**src/rtl/mss_pkg.sv**
```systemverilog
// Package: register map, timing and state types
package mss_pkg;
    // Register byte offsets
    localparam logic [7:0] OFS_MODE = 8'h00;
    localparam logic [7:0] OFS_OUT = 8'h04;
    localparam logic [7:0] OFS_IN = 8'h08;
    localparam logic [7:0] OFS_MON = 8'h0c;
    localparam logic [7:0] OFS_ALARM = 8'h10;
    localparam logic [7:0] OFS_TONE = 8'h14;
    localparam logic [7:0] OFS_DAC = 8'h18;
    localparam logic [7:0] OFS_ADC_CTL = 8'h1c;
    localparam logic [7:0] OFS_ADC_RES = 8'h20;
    // Field positions
    localparam int TONE_EN_BIT = 16;
    localparam int DAC_EN_BIT = 16;
    localparam int ADC_START_BIT = 0;
    localparam int ADC_CH_BIT = 1;
    localparam int ADC_BUSY_BIT = 31;
    localparam int ADC_VALID_BIT = 16;
    // Reset values
    localparam logic [7:0] MODE_RST = 8'h00;
    localparam logic [15:0] TONE_HALF_RST = 16'h61a8;
    // Pad modes, two bits per pad
    localparam logic [1:0] PAD_IN = 2'h0;
    localparam logic [1:0] PAD_OUT = 2'h1;
    localparam logic [1:0] PAD_ALT = 2'h2;
    // Pad indices
    localparam int PIN_INHIBIT = 0;
    localparam int PIN_MONITOR = 1;
    localparam int PIN_ALARM = 2;
    localparam int PIN_TONE = 3;
    localparam int NPAD = 4;
    // Timing
    localparam int CLK_HZ = 50_000_000;
    localparam int MS_PER_S = 1000;
    localparam int TICK_CYC = CLK_HZ / MS_PER_S;
    localparam logic [11:0] MON_LEAD_MS = 12'd300;
    localparam logic [11:0] MON_TAIL_MIN_MS = 12'd500;
    localparam logic [11:0] MON_TAIL_MAX_MS = 12'd1000;
    localparam logic [11:0] MON_TAIL_MS =
        12'((MON_TAIL_MIN_MS + MON_TAIL_MAX_MS) / 2);
    localparam logic [11:0] FAST_PER_MS = 12'd1000;
    localparam logic [11:0] FAST_ON_MS = 12'd500;
    localparam logic [11:0] SLOW_PER_MS = 12'd3000;
    localparam logic [11:0] SLOW_ON_MS = 12'd300;
    // Level converter
    localparam int DAC_W = 10;
    localparam logic [DAC_W-1:0] DAC_TOP = 10'h3ff;
    localparam int ADC_W = 11;
    localparam logic [10:0] ADC_FULL_MV = 11'd2000;

    typedef enum logic [1:0] {
        NET_SEARCH = 2'b00,
        NET_REG = 2'b01,
        NET_SHUTDOWN = 2'b10
    } mss_net_t;

    typedef enum logic [1:0] {
        MON_IDLE = 2'b00,
        MON_LEAD = 2'b01,
        MON_CALL = 2'b10,
        MON_TAIL = 2'b11
    } mss_mon_t;

    typedef enum logic [0:0] {
        ADC_IDLE = 1'b0,
        ADC_CONV = 1'b1
    } mss_adc_t;

    // Pad carrier
    typedef struct packed {
        logic o;
        logic oe;
    } mss_pad_t;
endpackage

```
**src/rtl/mss_signal_top.sv**
```systemverilog
// Status signalling pads, level output and analog read control
//
// What this block does
// - Inhibit pad low in alternate mode keeps the transmitter disabled.
// - Monitor pad has two modes: whole call or per burst.
// - Whole-call mode: monitor rises 300ms before first burst, stays high.
// - Whole-call mode: monitor falls 500ms to 1s after last burst.
// - Burst mode: monitor follows transmitter bursts directly.
// - Alarm pad rises on alarm, stays high until software clears it.
// - Tone pad drives square waves for an external buzzer driver.
// - Status pin is inverted relative to the lamp state.
// - Lamp off when device off, on while a call is active.
// - Search, unregistered or shutting down: 1s period, 0.5s on.
// - Registered, no call: 3s period, 0.3s on.
// - Level output is a 10-bit function of a 0..1023 setting.
// - Pulse average equals 2*value/1023 volts after filtering.
// - Pulse frequency fixed internally, not host selectable.
// - Two analog inputs, either selectable for a conversion.
// - Each conversion is sampled, held and gives an 11-bit word.
// - Reported result is in millivolts, not raw counts.
// - Pads set as outputs drive both high and low.
// - Each pad is input, output or alternate function.
`timescale 1ns/1ps
module mss_signal_top #(
    parameter int TICK_CYC = mss_pkg::TICK_CYC
) (
    input wire logic clk_i,
    input wire logic rst_i,
    // Wishbone classic slave
    input wire logic wb_cyc_i,
    input wire logic wb_stb_i,
    input wire logic wb_we_i,
    input wire logic [7:0] wb_adr_i,
    input wire logic [3:0] wb_sel_i,
    input wire logic [31:0] wb_dat_i,
    output logic [31:0] wb_dat_o,
    output logic wb_ack_o,
    // General-purpose pads: inhibit, monitor, alarm, tone
    input wire logic [mss_pkg::NPAD-1:0] pad_i,
    output logic [mss_pkg::NPAD-1:0] pad_o,
    output logic [mss_pkg::NPAD-1:0] pad_oe_o,
    // Device-internal status
    input wire logic dev_on_i,
    input wire logic call_active_i,
    input wire logic [1:0] net_state_i,
    input wire logic tx_burst_i,
    input wire logic alarm_fire_i,
    input wire logic ring_i,
    input wire logic low_power_i,
    output logic tx_enable_o,
    // Status indicator and level output
    output logic status_pin_o,
    output logic level_pulse_o,
    // Analog converter front end
    output logic adc_hold_o,
    output logic adc_ch_o,
    input wire logic adc_done_i,
    input wire logic [mss_pkg::ADC_W-1:0] adc_raw_i
);
    localparam logic [15:0] TICK_LAST = 16'(TICK_CYC - 1);

    typedef struct packed {
        logic ack;
        logic [31:0] rdata;
        logic [7:0] mode;
        logic [3:0] gout;
        logic [3:0] sync1;
        logic [3:0] sync2;
        logic mon_burst;
        logic alarm;
        logic tone_en;
        logic [15:0] tone_half;
        logic [15:0] tone_cnt;
        logic tone;
        logic dac_en;
        logic [9:0] dac_val;
        mss_pkg::mss_adc_t adc_st;
        logic adc_ch;
        logic adc_hold;
        logic [10:0] adc_mv;
        logic adc_valid;
        logic [15:0] tick_cnt;
        logic tick;
        logic [11:0] blink_ms;
        logic lamp_n;
        mss_pkg::mss_mon_t mon_st;
        logic [11:0] mon_ms;
        logic mon;
    } mss_state_t;

    mss_state_t st_r;
    mss_state_t st_nxt;
    logic [3:0] alt_val;
    logic inhibit;
    logic lamp;
    logic [21:0] mv_prod;
    logic [11:0] blink_per;

    // Pad mode of one pad from the packed mode field
    function automatic logic [1:0] pad_mode(input logic [7:0] m,
                                            input int idx);
        pad_mode = m[idx*2 +: 2];
    endfunction

    // Byte-lane merge of a bus write
    function automatic logic [31:0] lane_merge(input logic [31:0] old,
                                               input logic [31:0] wd,
                                               input logic [3:0] sel);
        logic [31:0] r;
        r = old;
        for (int b = 0; b < 4; b++) begin
            if (sel[b]) begin
                r[b*8 +: 8] = wd[b*8 +: 8];
            end
        end
        lane_merge = r;
    endfunction

    // Inhibit acts only in the pad's alternate mode
    assign inhibit = (pad_mode(st_r.mode, mss_pkg::PIN_INHIBIT)
                      == mss_pkg::PAD_ALT) && !st_r.sync2[0];
    assign alt_val = {st_r.tone, st_r.alarm, st_r.mon, 1'b0};
    assign mv_prod = 22'(adc_raw_i) * 22'(mss_pkg::ADC_FULL_MV);
    assign blink_per = (net_state_i == mss_pkg::NET_REG) ?
                       mss_pkg::SLOW_PER_MS : mss_pkg::FAST_PER_MS;

    // Lamp pattern from device status
    always_comb begin
        if (!dev_on_i) begin
            lamp = 1'b0;
        end else if (call_active_i) begin
            lamp = 1'b1;
        end else if (net_state_i == mss_pkg::NET_REG) begin
            lamp = st_r.blink_ms < mss_pkg::SLOW_ON_MS;
        end else begin
            lamp = st_r.blink_ms < mss_pkg::FAST_ON_MS;
        end
    end

    // Pad drivers; inhibit pad is never driven in its alternate mode
    generate
        for (genvar i = 0; i < mss_pkg::NPAD; i++) begin : g_pad
            always_comb begin
                case (pad_mode(st_r.mode, i))
                    mss_pkg::PAD_OUT: begin
                        pad_oe_o[i] = 1'b1;
                        pad_o[i] = st_r.gout[i];
                    end
                    mss_pkg::PAD_ALT: begin
                        pad_oe_o[i] = (i != mss_pkg::PIN_INHIBIT);
                        pad_o[i] = alt_val[i];
                    end
                    default: begin
                        pad_oe_o[i] = 1'b0;
                        pad_o[i] = 1'b0;
                    end
                endcase
            end
        end
    endgenerate

    // Next state of the whole block
    always_comb begin
        st_nxt = st_r;
        // Pads are asynchronous: two flops
        st_nxt.sync1 = pad_i;
        st_nxt.sync2 = st_r.sync1;

        // Millisecond tick
        st_nxt.tick = 1'b0;
        if (st_r.tick_cnt >= TICK_LAST) begin
            st_nxt.tick_cnt = '0;
            st_nxt.tick = 1'b1;
        end else begin
            st_nxt.tick_cnt = st_r.tick_cnt + 16'd1;
        end

        // Blink phase wraps at the pattern period
        if (st_r.tick) begin
            if (st_r.blink_ms >= blink_per - 12'd1) begin
                st_nxt.blink_ms = '0;
            end else begin
                st_nxt.blink_ms = st_r.blink_ms + 12'd1;
            end
        end
        st_nxt.lamp_n = !lamp;

        // Whole-call monitor; bursts are held back during the lead
        case (st_r.mon_st)
            mss_pkg::MON_IDLE: begin
                st_nxt.mon_ms = '0;
                if (call_active_i) begin
                    st_nxt.mon_st = mss_pkg::MON_LEAD;
                end
            end
            mss_pkg::MON_LEAD: begin
                if (st_r.tick) begin
                    st_nxt.mon_ms = st_r.mon_ms + 12'd1;
                end
                if (st_r.mon_ms >= mss_pkg::MON_LEAD_MS) begin
                    st_nxt.mon_st = mss_pkg::MON_CALL;
                    st_nxt.mon_ms = '0;
                end
            end
            mss_pkg::MON_CALL: begin
                st_nxt.mon_ms = '0;
                if (!call_active_i) begin
                    st_nxt.mon_st = mss_pkg::MON_TAIL;
                end
            end
            mss_pkg::MON_TAIL: begin
                // A late burst restarts the tail count
                if (tx_burst_i) begin
                    st_nxt.mon_ms = '0;
                end else if (st_r.tick) begin
                    st_nxt.mon_ms = st_r.mon_ms + 12'd1;
                end
                if (call_active_i) begin
                    st_nxt.mon_st = mss_pkg::MON_CALL;
                end else if (st_r.mon_ms >= mss_pkg::MON_TAIL_MS) begin
                    st_nxt.mon_st = mss_pkg::MON_IDLE;
                end
            end
            default: begin
                st_nxt.mon_st = mss_pkg::MON_IDLE;
            end
        endcase
        if (st_r.mon_burst) begin
            st_nxt.mon = tx_burst_i;
        end else begin
            st_nxt.mon = (st_nxt.mon_st != mss_pkg::MON_IDLE);
        end

        // Tone generator, free while enabled or ringing
        if ((st_r.tone_en || ring_i) && st_r.tone_half != 16'h0000) begin
            if (st_r.tone_cnt >= st_r.tone_half - 16'd1) begin
                st_nxt.tone_cnt = '0;
                st_nxt.tone = !st_r.tone;
            end else begin
                st_nxt.tone_cnt = st_r.tone_cnt + 16'd1;
            end
        end else begin
            st_nxt.tone_cnt = '0;
            st_nxt.tone = 1'b0;
        end

        // Analog conversion sequence
        st_nxt.adc_hold = 1'b0;
        case (st_r.adc_st)
            mss_pkg::ADC_IDLE: begin
            end
            mss_pkg::ADC_CONV: begin
                if (adc_done_i) begin
                    st_nxt.adc_mv = mv_prod[21:11];
                    st_nxt.adc_valid = 1'b1;
                    st_nxt.adc_st = mss_pkg::ADC_IDLE;
                end
            end
            default: begin
                st_nxt.adc_st = mss_pkg::ADC_IDLE;
            end
        endcase

        // Bus: registered ack, write done at ack
        st_nxt.ack = wb_cyc_i && wb_stb_i && !st_r.ack;
        st_nxt.rdata = '0;
        if (st_nxt.ack) begin
            case (wb_adr_i)
                mss_pkg::OFS_MODE: st_nxt.rdata = {24'h000000, st_r.mode};
                mss_pkg::OFS_OUT: st_nxt.rdata = {28'h0000000, st_r.gout};
                mss_pkg::OFS_IN: st_nxt.rdata = {28'h0000000, st_r.sync2};
                mss_pkg::OFS_MON: st_nxt.rdata = {30'h00000000, st_r.mon,
                                                  st_r.mon_burst};
                mss_pkg::OFS_ALARM: st_nxt.rdata = {31'h00000000, st_r.alarm};
                mss_pkg::OFS_TONE: st_nxt.rdata = {15'h0000, st_r.tone_en,
                                                   st_r.tone_half};
                mss_pkg::OFS_DAC: st_nxt.rdata = {15'h0000, st_r.dac_en,
                                                  6'h00, st_r.dac_val};
                mss_pkg::OFS_ADC_CTL: st_nxt.rdata =
                    {(st_r.adc_st == mss_pkg::ADC_CONV), 29'h00000000,
                     st_r.adc_ch, 1'b0};
                mss_pkg::OFS_ADC_RES: st_nxt.rdata = {15'h0000, st_r.adc_valid,
                                                      5'h00, st_r.adc_mv};
                default: st_nxt.rdata = '0;
            endcase
        end
        if (wb_cyc_i && wb_stb_i && wb_we_i && st_r.ack) begin
            case (wb_adr_i)
                mss_pkg::OFS_MODE: begin
                    st_nxt.mode = 8'(lane_merge(32'(st_r.mode), wb_dat_i,
                                                wb_sel_i));
                end
                mss_pkg::OFS_OUT: begin
                    st_nxt.gout = 4'(lane_merge(32'(st_r.gout), wb_dat_i,
                                                wb_sel_i));
                end
                mss_pkg::OFS_MON: begin
                    if (wb_sel_i[0]) begin
                        st_nxt.mon_burst = wb_dat_i[0];
                    end
                end
                mss_pkg::OFS_ALARM: begin
                    // Write one clears; a new alarm below still wins
                    if (wb_sel_i[0] && wb_dat_i[0]) begin
                        st_nxt.alarm = 1'b0;
                    end
                end
                mss_pkg::OFS_TONE: begin
                    if (wb_sel_i[0]) begin
                        st_nxt.tone_half[7:0] = wb_dat_i[7:0];
                    end
                    if (wb_sel_i[1]) begin
                        st_nxt.tone_half[15:8] = wb_dat_i[15:8];
                    end
                    if (wb_sel_i[2]) begin
                        st_nxt.tone_en = wb_dat_i[mss_pkg::TONE_EN_BIT];
                    end
                end
                mss_pkg::OFS_DAC: begin
                    // Value and enable land together in one write
                    if (wb_sel_i[0]) begin
                        st_nxt.dac_val[7:0] = wb_dat_i[7:0];
                    end
                    if (wb_sel_i[1]) begin
                        st_nxt.dac_val[9:8] = wb_dat_i[9:8];
                    end
                    if (wb_sel_i[2]) begin
                        st_nxt.dac_en = wb_dat_i[mss_pkg::DAC_EN_BIT];
                    end
                end
                mss_pkg::OFS_ADC_CTL: begin
                    if (wb_sel_i[0] && wb_dat_i[mss_pkg::ADC_START_BIT] &&
                        st_r.adc_st == mss_pkg::ADC_IDLE) begin
                        st_nxt.adc_ch = wb_dat_i[mss_pkg::ADC_CH_BIT];
                        st_nxt.adc_hold = 1'b1;
                        st_nxt.adc_valid = 1'b0;
                        st_nxt.adc_st = mss_pkg::ADC_CONV;
                    end
                end
                default: begin
                end
            endcase
        end
        // Alarm set beats a clear in the same cycle
        if (alarm_fire_i) begin
            st_nxt.alarm = 1'b1;
        end
    end

    // State register
    always_ff @(posedge clk_i) begin
        if (rst_i) begin
            st_r <= '0;
            st_r.mode <= mss_pkg::MODE_RST;
            st_r.tone_half <= mss_pkg::TONE_HALF_RST;
            st_r.lamp_n <= 1'b1;
            st_r.sync1 <= 4'hf;
            st_r.sync2 <= 4'hf;
        end else begin
            st_r <= st_nxt;
        end
    end

    // Pulse level output; silenced in the low power state
    mss_level_pulse u_level (
        .clk_i(clk_i),
        .rst_i(rst_i),
        .en_i(st_r.dac_en && !low_power_i),
        .value_i(st_r.dac_val),
        .pulse_o(level_pulse_o)
    );

    // Transmitter held off by inhibit and, in whole-call mode, during the monitor lead
    assign tx_enable_o = !inhibit &&
                         (st_r.mon_burst || st_r.mon_st != mss_pkg::MON_LEAD);
    assign status_pin_o = st_r.lamp_n;
    assign wb_ack_o = st_r.ack;
    assign wb_dat_o = st_r.rdata;
    assign adc_hold_o = st_r.adc_hold;
    assign adc_ch_o = st_r.adc_ch;
endmodule

```
**src/rtl/mss_level_pulse.sv**
```systemverilog
// Pulse-width level output with fixed internal frequency
`timescale 1ns/1ps
module mss_level_pulse (
    input wire logic clk_i,
    input wire logic rst_i,
    input wire logic en_i,
    input wire logic [mss_pkg::DAC_W-1:0] value_i,
    output logic pulse_o
);
    typedef struct packed {
        logic [mss_pkg::DAC_W-1:0] cnt;
        logic out;
    } mss_lp_state_t;

    mss_lp_state_t st_r;
    mss_lp_state_t st_nxt;

    // Period of DAC_TOP clocks, high for value clocks
    always_comb begin
        st_nxt = st_r;
        if (st_r.cnt >= mss_pkg::DAC_TOP - 10'd1) begin
            st_nxt.cnt = '0;
        end else begin
            st_nxt.cnt = st_r.cnt + 10'd1;
        end
        st_nxt.out = en_i && (st_r.cnt < value_i);
    end

    always_ff @(posedge clk_i) begin
        if (rst_i) begin
            st_r <= '0;
        end else begin
            st_r <= st_nxt;
        end
    end

    assign pulse_o = st_r.out;
endmodule

```
**config.mk**
```make
export PLATFORM = sky130hd
export DESIGN_NAME = mss_signal_top
export DESIGN_NICKNAME = d
export VERILOG_FILES = /design/src/rtl/mss_pkg.sv /design/src/rtl/mss_signal_top.sv /design/src/rtl/mss_level_pulse.sv
export SDC_FILE = /design/constraint.sdc
export NUM_CORES = 1
export LEC_CHECK = 0
export ABC_AREA = 1
export BUFFER_PORTS_ARGS = -buffer_cell sky130_fd_sc_hd__buf_2
export CAP_MARGIN = 20
export CORE_MARGIN = 2
export CORE_UTILIZATION = 30
export CTS_BUF_LIST = sky130_fd_sc_hd__clkbuf_8
export DETAILED_ROUTE_END_ITERATION = 8
export GPL_ROUTABILITY_DRIVEN = 0
export HOLD_SLACK_MARGIN = 0.05
export MAX_ROUTING_LAYER = met4
export PLACE_DENSITY = 0.45
export SETUP_SLACK_MARGIN = 0.05
export SYNTH_ARGS = -nofsm -noshare
export SYNTH_HDL_FRONTEND = slang
export SYNTH_SLANG_ARGS = --single-unit
```
**constraint.sdc**
```tcl
create_clock -name clk_i -period 3.76 [get_ports clk_i]
set_clock_uncertainty 0.05 [all_clocks]
set_input_delay 0.376 -clock clk_i [delete_from_list [all_inputs] [get_ports clk_i]]
set_output_delay 0.376 -clock clk_i [all_outputs]
set_load 0.1 [all_outputs]
```
Word level (Yosys, flattened, before mapping). Index checks and enable logic that the tools add are counted.

Add/sub/neg operators: 7. Multipliers: 1. Magnitude comparators: 9. Equality and inequality tests: 21. Multiplexer cells: 42. Bitwise operators: 5. Reduce and logical (&&, ||, !) cells: 47.

Operators by type and width (number): 32-bit one-hot mux with 9 select lines (1); 14-bit one-hot mux with 4 select lines (1); 12-bit two-way mux (4); 3-bit AND reduction (11); 16-bit by 1-bit adder with 16-bit output, second input constant (2); 8-bit by 5-bit equality test with 1-bit output, second input constant (4); 12-bit by 1-bit adder with 12-bit output, second input constant (2); 12-bit by 9-bit < comparator with 1-bit output, second input constant (2); 1-bit two-way mux (21); 11-bit by 7-bit multiplier with 18-bit output, second input constant (1); 18-bit two-way mux (1); 17-bit two-way mux (1); 8-bit by 4-bit equality test with 1-bit output, second input constant (2); 16-bit greater-or-equal comparator (1); 16-bit greater-or-equal comparator, second input constant (1); 8-bit two-way mux (2); 16-bit nonzero test (1); 16-bit by 1-bit subtractor with 16-bit output, second input constant (1); 14-bit two-way mux (1); 2-bit OR reduction (7); 2-bit by 1-bit equality test with 1-bit output, second input constant (6); 2-bit equality test, second input constant (6); 12-bit by 10-bit greater-or-equal comparator with 1-bit output, second input constant (1); 12-bit greater-or-equal comparator (1); other kinds (20) (51).

Bits in registers: 171. Input port bits: 73. Output and inout port bits: 46. Word-level logic and storage cells: 162.

Logic depth before layout (Yosys ltp). Gate-level depths: netlist of the first run.

Depth in word-level cells: 6. Depth in mapped cells: 19. Gate-level depth less buffers: 19.

By module. A second synthesis of the first run with hierarchy kept.

Cell total of the unflattened synthesis: 1434. Area, all modules: 10301.1 sq um.

By module, submodules not included: mss_signal_top (times used 1, cells an instance 1314, area an instance 9491.6 sq um, sequential area each 2922.8 sq um); mss_level_pulse (times used 1, cells an instance 120, area an instance 809.5 sq um, sequential area each 220.2 sq um).

Worst setup path after synthesis of the first run. OpenSTA, ideal clock, no wires.

Path type: input-to-reg. From: input port adc_raw_i[5] (netlist name). To: register st_r[54] (netlist name). Setup time: 0.117 ns. Arrival time: 3.565 ns. Required time: 3.593 ns. Path slack: 0.028 ns. Stages on the path: 15. Path buffers: 0. Cell sequence: inv_1 > fa_1 > fa_1 > inv_1 > fa_1 > inv_1 > fa_1 > inv_1 > ha_1 > a21oi_1 > o21ai_0 > a21oi_1 > a21oi_1 > nor2_1 > nor2_1.

Longest elaborated chain between the ends: 1.

Ends and longest elaborated chain: start, declared (RTL line mss_signal_top.sv:58) `input wire logic [mss_pkg::ADC_W-1:0] adc_raw_i`; 11-bit by 7-bit multiplier with 18-bit output (RTL line mss_signal_top.sv:123) `assign mv_prod = 22'(adc_raw_i) * 22'(mss_pkg::ADC_FULL_MV);`; end signal, assigned (RTL line mss_signal_top.sv:360) `st_r <= st_nxt;`; end, declared (RTL line mss_signal_top.sv:91) `mss_state_t st_r;`.

No other way between the ends. A chain may end at the register's enable or synchronous reset.

Worst setup path in the final report of the first run. Ends and elaborated chain as after synthesis.

==> results of run 1 <==
per-stage QoR:
stage | power [µW] | hold slack [ns] | util (%) | worst slack (ns) | instances
5_1_grt | 5280 | 0.0498 | 35.0 | 0.0254 | 1872
3_5_place_dp | 3390 | 0.347 | 33.3 | -0.300 | 1833
3_3_place_gp | 3380 | 0.351 | 33.3 | -0.271 | 1832
4_1_cts | 4900 | 0.0582 | 34.9 | 0.197 | 1870
2_1_floorplan | 2830 | 0.339 | - | 0.0511 | 1325
6_report | 4880 | 0.0868 | 35.0 | 0.241 | 1872
cell type report:
type,instances,area (µm²),share of cell area (%)
Multi-Input combinational cell,905,5690,50.0
Sequential cell,157,3140,27.6
Inverter,210,795,6.97
Timing Repair Buffer,124,743,6.52
Tap cell,442,553,4.85
Clock buffer,18,248,2.17
Clock inverter,14,218,1.91
Antenna cell,2,5.00,0.0439
state kept, by name (all words and copies together) (netlist names):
name / count
st_r: 117
u_level.pulse_o: 1
wb_dat_o: 18
u_level.st_r: 10
wb_ack_o: 1
adc_hold_o: 1
st_nxt: 4
adc_ch_o: 1
status_pin_o: 1
alt_val: 3
report_power, final:
part / switching (µW) / internal (µW)
sequential: 10.5 / 1680
clock: 677 / 811
combinational: 1000 / 709
Yosys cell counts, types with 3 or more instances:
| cell type | count | area [µm²] |
|---|---|---|
| or2_2 | 13 | 81.3 |
| a21oi_1 | 94 | 470 |
| nand2_1 | 198 | 743 |
| nor3_1 | 32 | 160 |
| nor4_1 | 4 | 25.0 |
| nor2_2 | 16 | 100 |
| nand2_2 | 8 | 50.1 |
| nand3_2 | 6 | 60.1 |
| nand3_1 | 57 | 285 |
| o21ai_1 | 5 | 25.0 |
| nor2_4 | 7 | 78.8 |
| o21bai_1 | 4 | 30.0 |
| o211ai_1 | 10 | 75.1 |
| nor2_1 | 156 | 586 |
| nor3b_1 | 3 | 22.5 |
| nand4_1 | 16 | 100 |
| inv_1 | 198 | 743 |
| o22ai_1 | 10 | 62.6 |
| fa_1 | 33 | 661 |
| dfxtp_1 | 157 | 3140 |
| o21ai_0 | 61 | 305 |
| ha_1 | 83 | 1040 |
| clkbuf_1 | 9 | 33.8 |
| buf_4 | 35 | 263 |
| xnor2_1 | 16 | 140 |
| inv_2 | 10 | 37.5 |
| buf_6 | 7 | 78.8 |
| xor2_1 | 37 | 324 |
cells by family (layout without fill, tap and decap cells):
| family | Yosys count | in the layout | synth area share (%) |
|---|---|---|---|
| and+or+nand+nor | 522 | 522 | 23.5 |
| buffers and inverters | 263 | 366 | 11.8 |
| AOI/OAI and AO/OA | 200 | 200 | 11.2 |
| DFF | 157 | 157 | 31.6 |
| adders and majority gates | 116 | 116 | 17.1 |
| xor gates and xnor gates | 53 | 53 | 4.67 |
| other | 1 | 16 | 0.0377 |
per-layer routing:
layer | global-route usage, % | share of wire, %
met2 | 24.6 | 46
met4 | 3.87 | 1.4
met3 | 2.17 | 2.4
met1 | 20.4 | 51
met5 | - | 0
what timing repair did:
| item | in CTS | in global routing |
|---|---|---|
| resized for setup | 0 | 5 |
| hold buffers | 5 | 0 |
| endpoints found under the setup margin | 0 | 5 |
| endpoints found under the hold margin | 5 | 0 |
| setup buffers | 0 | 0 |
path summary, 6_finish.rpt:
kind,startpoint,end,depth (start not counted),slack (ns)
min reg2reg,st_nxt[108],st_r[108],1,0.36
max reg2reg,st_r[88],st_r[72],17,0.83
min,pad_i[1],st_nxt[108],2,0.09
max,adc_raw_i[5],st_r[54],17,0.24
worst max-delay path: stages:
cell and delay (ns):
buf_2 0.11, clkinvlp_4 0.13, fa_1 0.47, fa_1 0.51, inv_1 0.05, fa_1 0.49, inv_1 0.05, fa_1 0.49
inv_1 0.06, ha_4 0.28, nand2_1 0.10, o21ai_0 0.28, a21oi_1 0.13, nand3_1 0.09, nand2_1 0.05, nor2_1 0.09
nor2_1 0.04
==> results.txt, run 1 <==
IO Port Bufs: 88
Hold Path Class: in -> reg
leakage: 0.00498 µW
Worst Path Arrival: 3.81 ns
buffer depth of the longest clock path: 2
DIE HEIGHT: 186 µm
startpoint types: input port
row count: 66
Final Critical Period: 3.52 ns
vias per cell: 4.40
H-Tree Depth: 4
WS Path Type: in -> reg
Clock Latency Late Sink: 0.46 ns
Syn Inst Count: 1312
drt pass-1 iters: 5
via count: 8245
Final Instance Area: 0.0114 mm²
Worst EP required: 4.05 ns
Rel. slew slack: 44.9%
Worst-Margin Slew: 0.826 ns
Worst-path clk slew: 0.09 ns
commonest non-fill, non-tap cell in the layout: inv_1
Peak Freq: 0.284 GHz
Initial DRC Count: 421
ys flop type: dfxtp_1
crit end category: flop
Sink Count: 157
Seq/Total Area, Yosys: 31.6%
die span in x: 186 µm
Final nets: 1604
fraction of registers with async set/reset: 0%
CTS tree: done
most frequent cells in the layout: inv_1 (199), nand2_1 (197), dfxtp_1 (157), nor2_1 (155), a21oi_1 (94)
Post-synth EDFFs: 0
DPL Wire Length: 19800 µm
post-synthesis cell area: 0.00993 mm²
Overflow after GRT: 0
final setup vio count: 0
Avg Inst Size Synth: 7.57 µm²
Final Max Slew Viols: 0
CTS buffer count: 17
DRC Markers: 0
Initial Util: 30.5%
Synth cell types: 47
die area: 0.0346 mm²
drt wl/cell: 13.1 µm
Max FO, Critical Path: 4
Layout area overhead: 14.7%
core box area: 0.0325 mm²
number of fill cells: 3605
initial antenna violation count: 2
Tcrit/Tclk final: 93.6%
remaining antenna violation count: 0
final wirelength: 24500 µm
All-Layer GR Usage: 15.3%
I/O pin total: 119
outcome: finished, final reports clean
pin count of the biggest net entering global routing: 29
Power Density: 428 mW/mm²
Yosys Warn Count: 0
number of max-cap violations: 0
placed inst area: 0.0108 mm²
layout cells sized above 1: 15.3%
RSZ-0062 raised after global routing: true
first-pass GRT wire length: 40500 µm
final hold vios: 0
Seq cells post-synth: 157
vias in the first global route: 8039
worst ir drop on vdd: 0.000212 V
post-route setup TNS: 0 ns
clk root buf: clkbuf_8
Power figures use the tool's default switching activity.
==> inputs of run 2 (changes only) <==
- CORE_MARGIN: 2 -> not set
- PLACE_DENSITY: 0.45 -> 0.44
- clock period: 3.76 -> 3.7 ns (I/O delays scaled with it)
==> results.txt, run 2 (same netlist as run 1, synthesis figures left out) <==
outcome: finished, final reports clean
Overflow after GRT: 0 (unchanged)
Antenna Cells: 0 (-2)
Max FO, Critical Path: 4 (unchanged)
vias in the first global route: 8186 (+1.8%)
row count: 66 (unchanged)
number of max-cap violations: 0 (unchanged)
leakage: 0.00495 µW (-0.51%)
FF/Latch Area: 0.00314 mm² (unchanged)
crit end category: flop
CTS buffer count: 17 (unchanged)
final hold vios: 0 (unchanged)
most frequent cells in the layout: inv_1 (197), nand2_1 (196), dfxtp_1 (157), nor2_1 (154), a21oi_1 (91)
Initial DRC Count: 388 (-7.8%)
crit path capture: st_r[56]
register-to-register setup slack: 0.76 ns (-0.07 ns)
hold-critical path depth: 3 (+1)
clk root buf: clkbuf_8
Peak Freq: 0.291 GHz
Sink Count: 157 (unchanged)
drt wl/cell: 13.4 µm (+2.2%)
worst setup path startpoint: adc_raw_i[2]
Crit Reg-Reg Endpoint: st_r[80]
CTS tree: done
worst ir drop on vdd: 0.000224 V (+5.7%)
Power Density: 435 mW/mm² (+1.6%)
Top reg by flops: st_r
multi-input logic area: 0.00574 mm² (+0.79%)
first-pass GRT wire length: 41700 µm (+3.0%)
Worst-path clk slew: 0.09 ns (about the same)
final wirelength: 25000 µm (+2.1%)
post-CTS setup buffer count: 0 (unchanged)
die area: 0.0338 mm² (-2.1%)
Worst Path Arrival: 3.74 ns (-0.07 ns)
die span in x: 184 µm (-1.1%)
remaining antenna violation count: 0 (unchanged)
WS Path Type: in -> reg
layout cells sized above 1: 15.9% (+0.56 points)
DPL Wire Length: 19900 µm (+0.23%)
Final nets: 1604 (unchanged)
r2r startpoint: st_r[88]
DRC Markers: 0 (unchanged)
Worst R2R Path Depth: 17 (unchanged)
initial antenna violation count: 0 (-2)
Clock Latency Late Sink: 0.47 ns (about the same)
Largest register FFs: 117 (unchanged)
number of fill cells: 3567 (-1.1%)
Layout area overhead: 15.0%
pin count of the biggest net entering global routing: 46 (+59%)
via count: 8220 (-0.30%)
Setup Slack @ Placement: -0.284 ns (+0.0160 ns)
Final Max Slew Viols: 0 (unchanged)
IO Port Bufs: 88 (unchanged)
All-Layer GR Usage: 16.2% (+0.89 points)
Worst EP required: 4.00 ns (-0.05 ns)
setup ws final: 0.260 ns (+0.0191 ns)
core box area: 0.0325 mm² (unchanged)
startpoint types: input port
vias per cell: 4.40 (-0.20%)
H-Tree Depth: 4 (unchanged)
final setup vio count: 0 (unchanged)
Final Critical Period: 3.44 ns
drt pass-1 iters: 5 (unchanged)
Rel. slew slack: 43.9% (-1.0 points)
RSZ-0062 raised after global routing: true
buffer depth of the longest clock path: 2 (unchanged)
Hold Path Class: in -> reg
Tcrit/Tclk final: 93.0%
DIE HEIGHT: 184 µm (-1.1%)
commonest non-fill, non-tap cell in the layout: inv_1
Worst-Margin Slew: 0.842 ns (+0.0157 ns)
Initial Util: 30.5% (unchanged)
I/O pin total: 119 (unchanged)
Pwr Total: 4970 µW (+1.8%)
[run 2: changes by cell type in the layout (fill, tap and decap cells not counted), moves of 2 or more]
cell,before,now
a21oi_1,94,91
a21oi_2,0,3
buf_4,30,27
clkinv_2,0,2
clkinv_4,5,2
clkinvlp_4,2,6
diode_2,2,0
dlygate4sd3_1,5,9
inv_1,199,197
[run 2: stage by stage]
stage / instance area [µm²] / instances / util, % / hold slack, ns / setup TNS (ns)
2_1_floorplan: 10000 / 1325 / - / 0.339 / 0
3_3_place_gp: 10800 / 1829 / 33.2 / 0.352 / -2.25
3_5_place_dp: 10800 / 1829 / 33.2 / 0.345 / -2.43
4_1_cts: 11400 / 1870 / 34.9 / 0.0908 / 0
5_1_grt: 11400 / 1870 / 35.1 / 0.102 / 0
6_report: 11400 / 1870 / 35.1 / 0.117 / 0
[run 2: timing repair]
action	4_1_cts	5_1_grt
hold buffers	9	0
endpoints found under the hold margin	9	0
setup endpoints to repair	0	9
gates resized for setup	0	13
[run 2: routing by layer]
layer / routed length (µm) / GRT usage [%]
met4: 187 / 3.43
met2: 11500 / 26.1
met3: 511 / 2.42
met5: 0 / -
met1: 12800 / 21.4
[run 2: where the power goes]
part	leakage (µW)	internal (µW)	total (µW)	switching, µW
clock network	0.000219	801	1500	699
logic	0.00346	714	1760	1050
registers	0.00127	1700	1710	10.7
total	0.00495	3220	4970	1760
[run 2: critical path: stages]
cell	delay [ns]
buf_2	0.13
inv_1	0.07
fa_1	0.58
fa_1	0.45
fa_1	0.51
inv_1	0.05
fa_1	0.45
ha_1	0.37
nand2_2	0.11
nor2_1	0.11
nand2_1	0.06
nand2_1	0.12
nand3_1	0.10
nand3_1	0.08
nand2_1	0.05
nor2_1	0.10
nor2_1	0.04
[run 2: cell type report]
type,count,area share (%)
clock inverter,15,1.93
multi-input combinational,905,50.3
timing repair buffer,124,6.42
inverter,210,6.99
tap,442,4.84
sequential,157,27.5
clock buffer,17,2.05
[run 2: how the worst min path moves through the flow]
stage | endpoint | slack, ns | from
after floorplan | st_r[107] | 0.34 | st_nxt[107]
after global placement | st_r[108] | 0.35 | st_nxt[108]
after detailed placement | st_r[108] | 0.34 | st_nxt[108]
after CTS | st_r[96] | 0.09 | wb_dat_i[8]
after global routing | st_r[95] | 0.10 | wb_dat_i[7]
final | st_r[95] | 0.12 | wb_dat_i[7]
==> inputs of run 3 (changes only) <==
- CTS_BUF_LIST: sky130_fd_sc_hd__clkbuf_8 -> not set
==> results.txt, run 3 (same netlist as run 1, synthesis figures left out) <==
outcome: finished, final reports clean
All-Layer GR Usage: 16.3% (+0.039 points)
Rel. slew slack: 39.9% (-4.0 points)
WS Path Type: in -> reg
crit-path max cell delay: 0.52 ns (-0.06 ns)
drt pass-1 iters: 5 (unchanged)
NetSw: 1880 µW (+6.9%)
DIE HEIGHT: 184 µm (unchanged)
Sink Count: 157 (unchanged)
final wirelength: 25100 µm (+0.36%)
initial antenna violation count: 0 (unchanged)
WHS: 0.0885 ns (-0.0283 ns)
Sw Share: 33.8% (-1.6 points)
setup ws final: 0.225 ns (-0.0345 ns)
Final nets: 1596 (-0.50%)
Seq pwr share: 30.8% (-3.6 points)
Final Critical Period: 3.47 ns (+0.0345 ns)
number of max-cap violations: 0 (unchanged)
remaining antenna violation count: 0 (unchanged)
Crit path max-delay family: adder cells
clk root buf: clkbuf_16
Max FO, Critical Path: 4 (unchanged)
layout cells sized above 1: 17.0% (+1.1 points)
Worst-Margin Slew: 0.902 ns (+0.0598 ns)
clock power share: 35.0% (+4.8 points)
Worst path slowest cell: fa_1
CTS buffer count: 17 (unchanged)
critical-path cell list: buf_2 -> clkinvlp_4 -> fa_1 -> fa_1 -> inv_1 -> fa_1 -> inv_1 -> fa_1 -> inv_1 -> ha_4 -> nand2_2 -> o21ai_2 -> inv_1 -> nand3_1 -> nand2_1 -> nor2_2 -> nor2_1
post-route setup TNS: 0 ns (unchanged)
Buf/Inv on CP: 6 (+3)
Clock Latency Late Sink: 0.43 ns (-0.04 ns)
via count: 8206 (-0.17%)
Top reg by flops: st_r
crit end category: flop
final hold vios: 0 (unchanged)
Comb power frac: 34.2% (-1.2 points)
placed inst area: 0.0108 mm² (unchanged)
P_int: 3690 µW (+15%)
CTS tree: done
number of fill cells: 3536 (-0.87%)
DRC Markers: 0 (unchanged)
Tcrit/Tclk final: 93.9% (+0.93 points)
drt wl/cell: 13.5 µm (+0.80%)
startpoint types: input port
die area: 0.0338 mm² (unchanged)
commonest non-fill, non-tap cell in the layout: inv_1
H-Tree Depth: 4 (unchanged)
final setup vio count: 0 (unchanged)
first-pass GRT wire length: 41700 µm (about the same)
Worst-path clk slew: 0.06 ns (-0.03 ns)
Power Density: 480 mW/mm² (+10%)
leakage: 0.00500 µW (+1.1%)
Initial DRC Count: 375 (-3.4%)
Initial Util: 30.5% (unchanged)
Final Max Slew Viols: 0 (unchanged)
Worst EP required: 3.97 ns (-0.03 ns)
Overflow after GRT: 0 (unchanged)
Hold Path Class: in -> reg
vias per cell: 4.41 (+0.26%)
IO Port Bufs: 88 (unchanged)
RSZ-0062 raised after global routing: true
die span in x: 184 µm (unchanged)
I/O pin total: 119 (unchanged)
Antenna Cells: 0 (unchanged)
worst ir drop on vdd: 0.000315 V (+41%)
row count: 66 (unchanged)
core box area: 0.0325 mm² (unchanged)
buffer depth of the longest clock path: 2 (unchanged)
Worst Path Arrival: 3.74 ns (about the same)
pin count of the biggest net entering global routing: 46 (unchanged)
DPL Wire Length: 19900 µm (unchanged)
Setup Slack @ Placement: -0.284 ns (unchanged)
Pwr Total: 5560 µW (+12%)
Peak Freq: 0.288 GHz (-0.99%)
most frequent cells in the layout: inv_1 (195), nand2_1 (192), dfxtp_1 (157), nor2_1 (152)
vias in the first global route: 8148 (-0.46%)
Layout area overhead: 16.7%
Final Instance Area: 0.0116 mm² (+1.5%)
Largest register FFs: 117 (unchanged)
## run 3: changes by cell type in the layout (fill, tap and decap cells not counted), moves of 4 or more
cell / delta
nand2_1: -4
clkbuf_16: +17
clkbuf_8: -17
dlygate4sd3_1: -9
## run 3: path summary, 6_finish.rpt
check / to / cells past startpoint / from / slack [ns]
worst max-delay path: st_r[50] / 17 / adc_raw_i[5] / 0.23
worst min-delay path: u_level.pulse_o / 2 / low_power_i / 0.09
worst max register to register: st_r[80] / 17 / st_r[88] / 0.77
worst min register to register: st_r[109] / 1 / st_nxt[109] / 0.36
## run 3: layout make-up
cell class	instances	area, µm²	share of cell area, %
multi-input combinational	905	5800	50.1
sequential	157	3140	27.1
inverter	210	798	6.89
timing repair buffer	116	651	5.61
tap	442	553	4.77
clock buffer	18	429	3.70
clock inverter	14	216	1.87
## run 3: power groups by stage
stage          clock network (µW)  registers, µW  logic [µW]
4_1_cts                      2010           1710        1660
2_1_floorplan                   0           1760        1150
3_3_place_gp                    0           1750        1660
6_report                     1950           1710        1900
3_5_place_dp                    0           1750        1650
5_1_grt                      2090           1720        2170
## run 3: stage by stage
stage / std cells / utilization (%)
finish: 1862 / 35.6
global route: 1862 / 35.6
CTS: 1861 / 35.2
detailed placement: 1829 / 33.2
global placement: 1829 / 33.2
floorplan: 1325 / -
## run 3: repair_timing
action,4_1_cts,5_1_grt
hold buffers,0,0
setup endpoints to repair,0,10
hold endpoints to repair,0,0
resized for setup,0,28
buffers inserted,0,1
## run 3: layer usage
layer / wire length [µm] / track usage, % / up-vias
met5: 0 / - / -
met4: 217 / 3.60 / 0
met3: 613 / 2.54 / 14
met2: 11600 / 26.1 / 103
met1: 12700 / 21.5 / 3752
li1: - / - / 4337
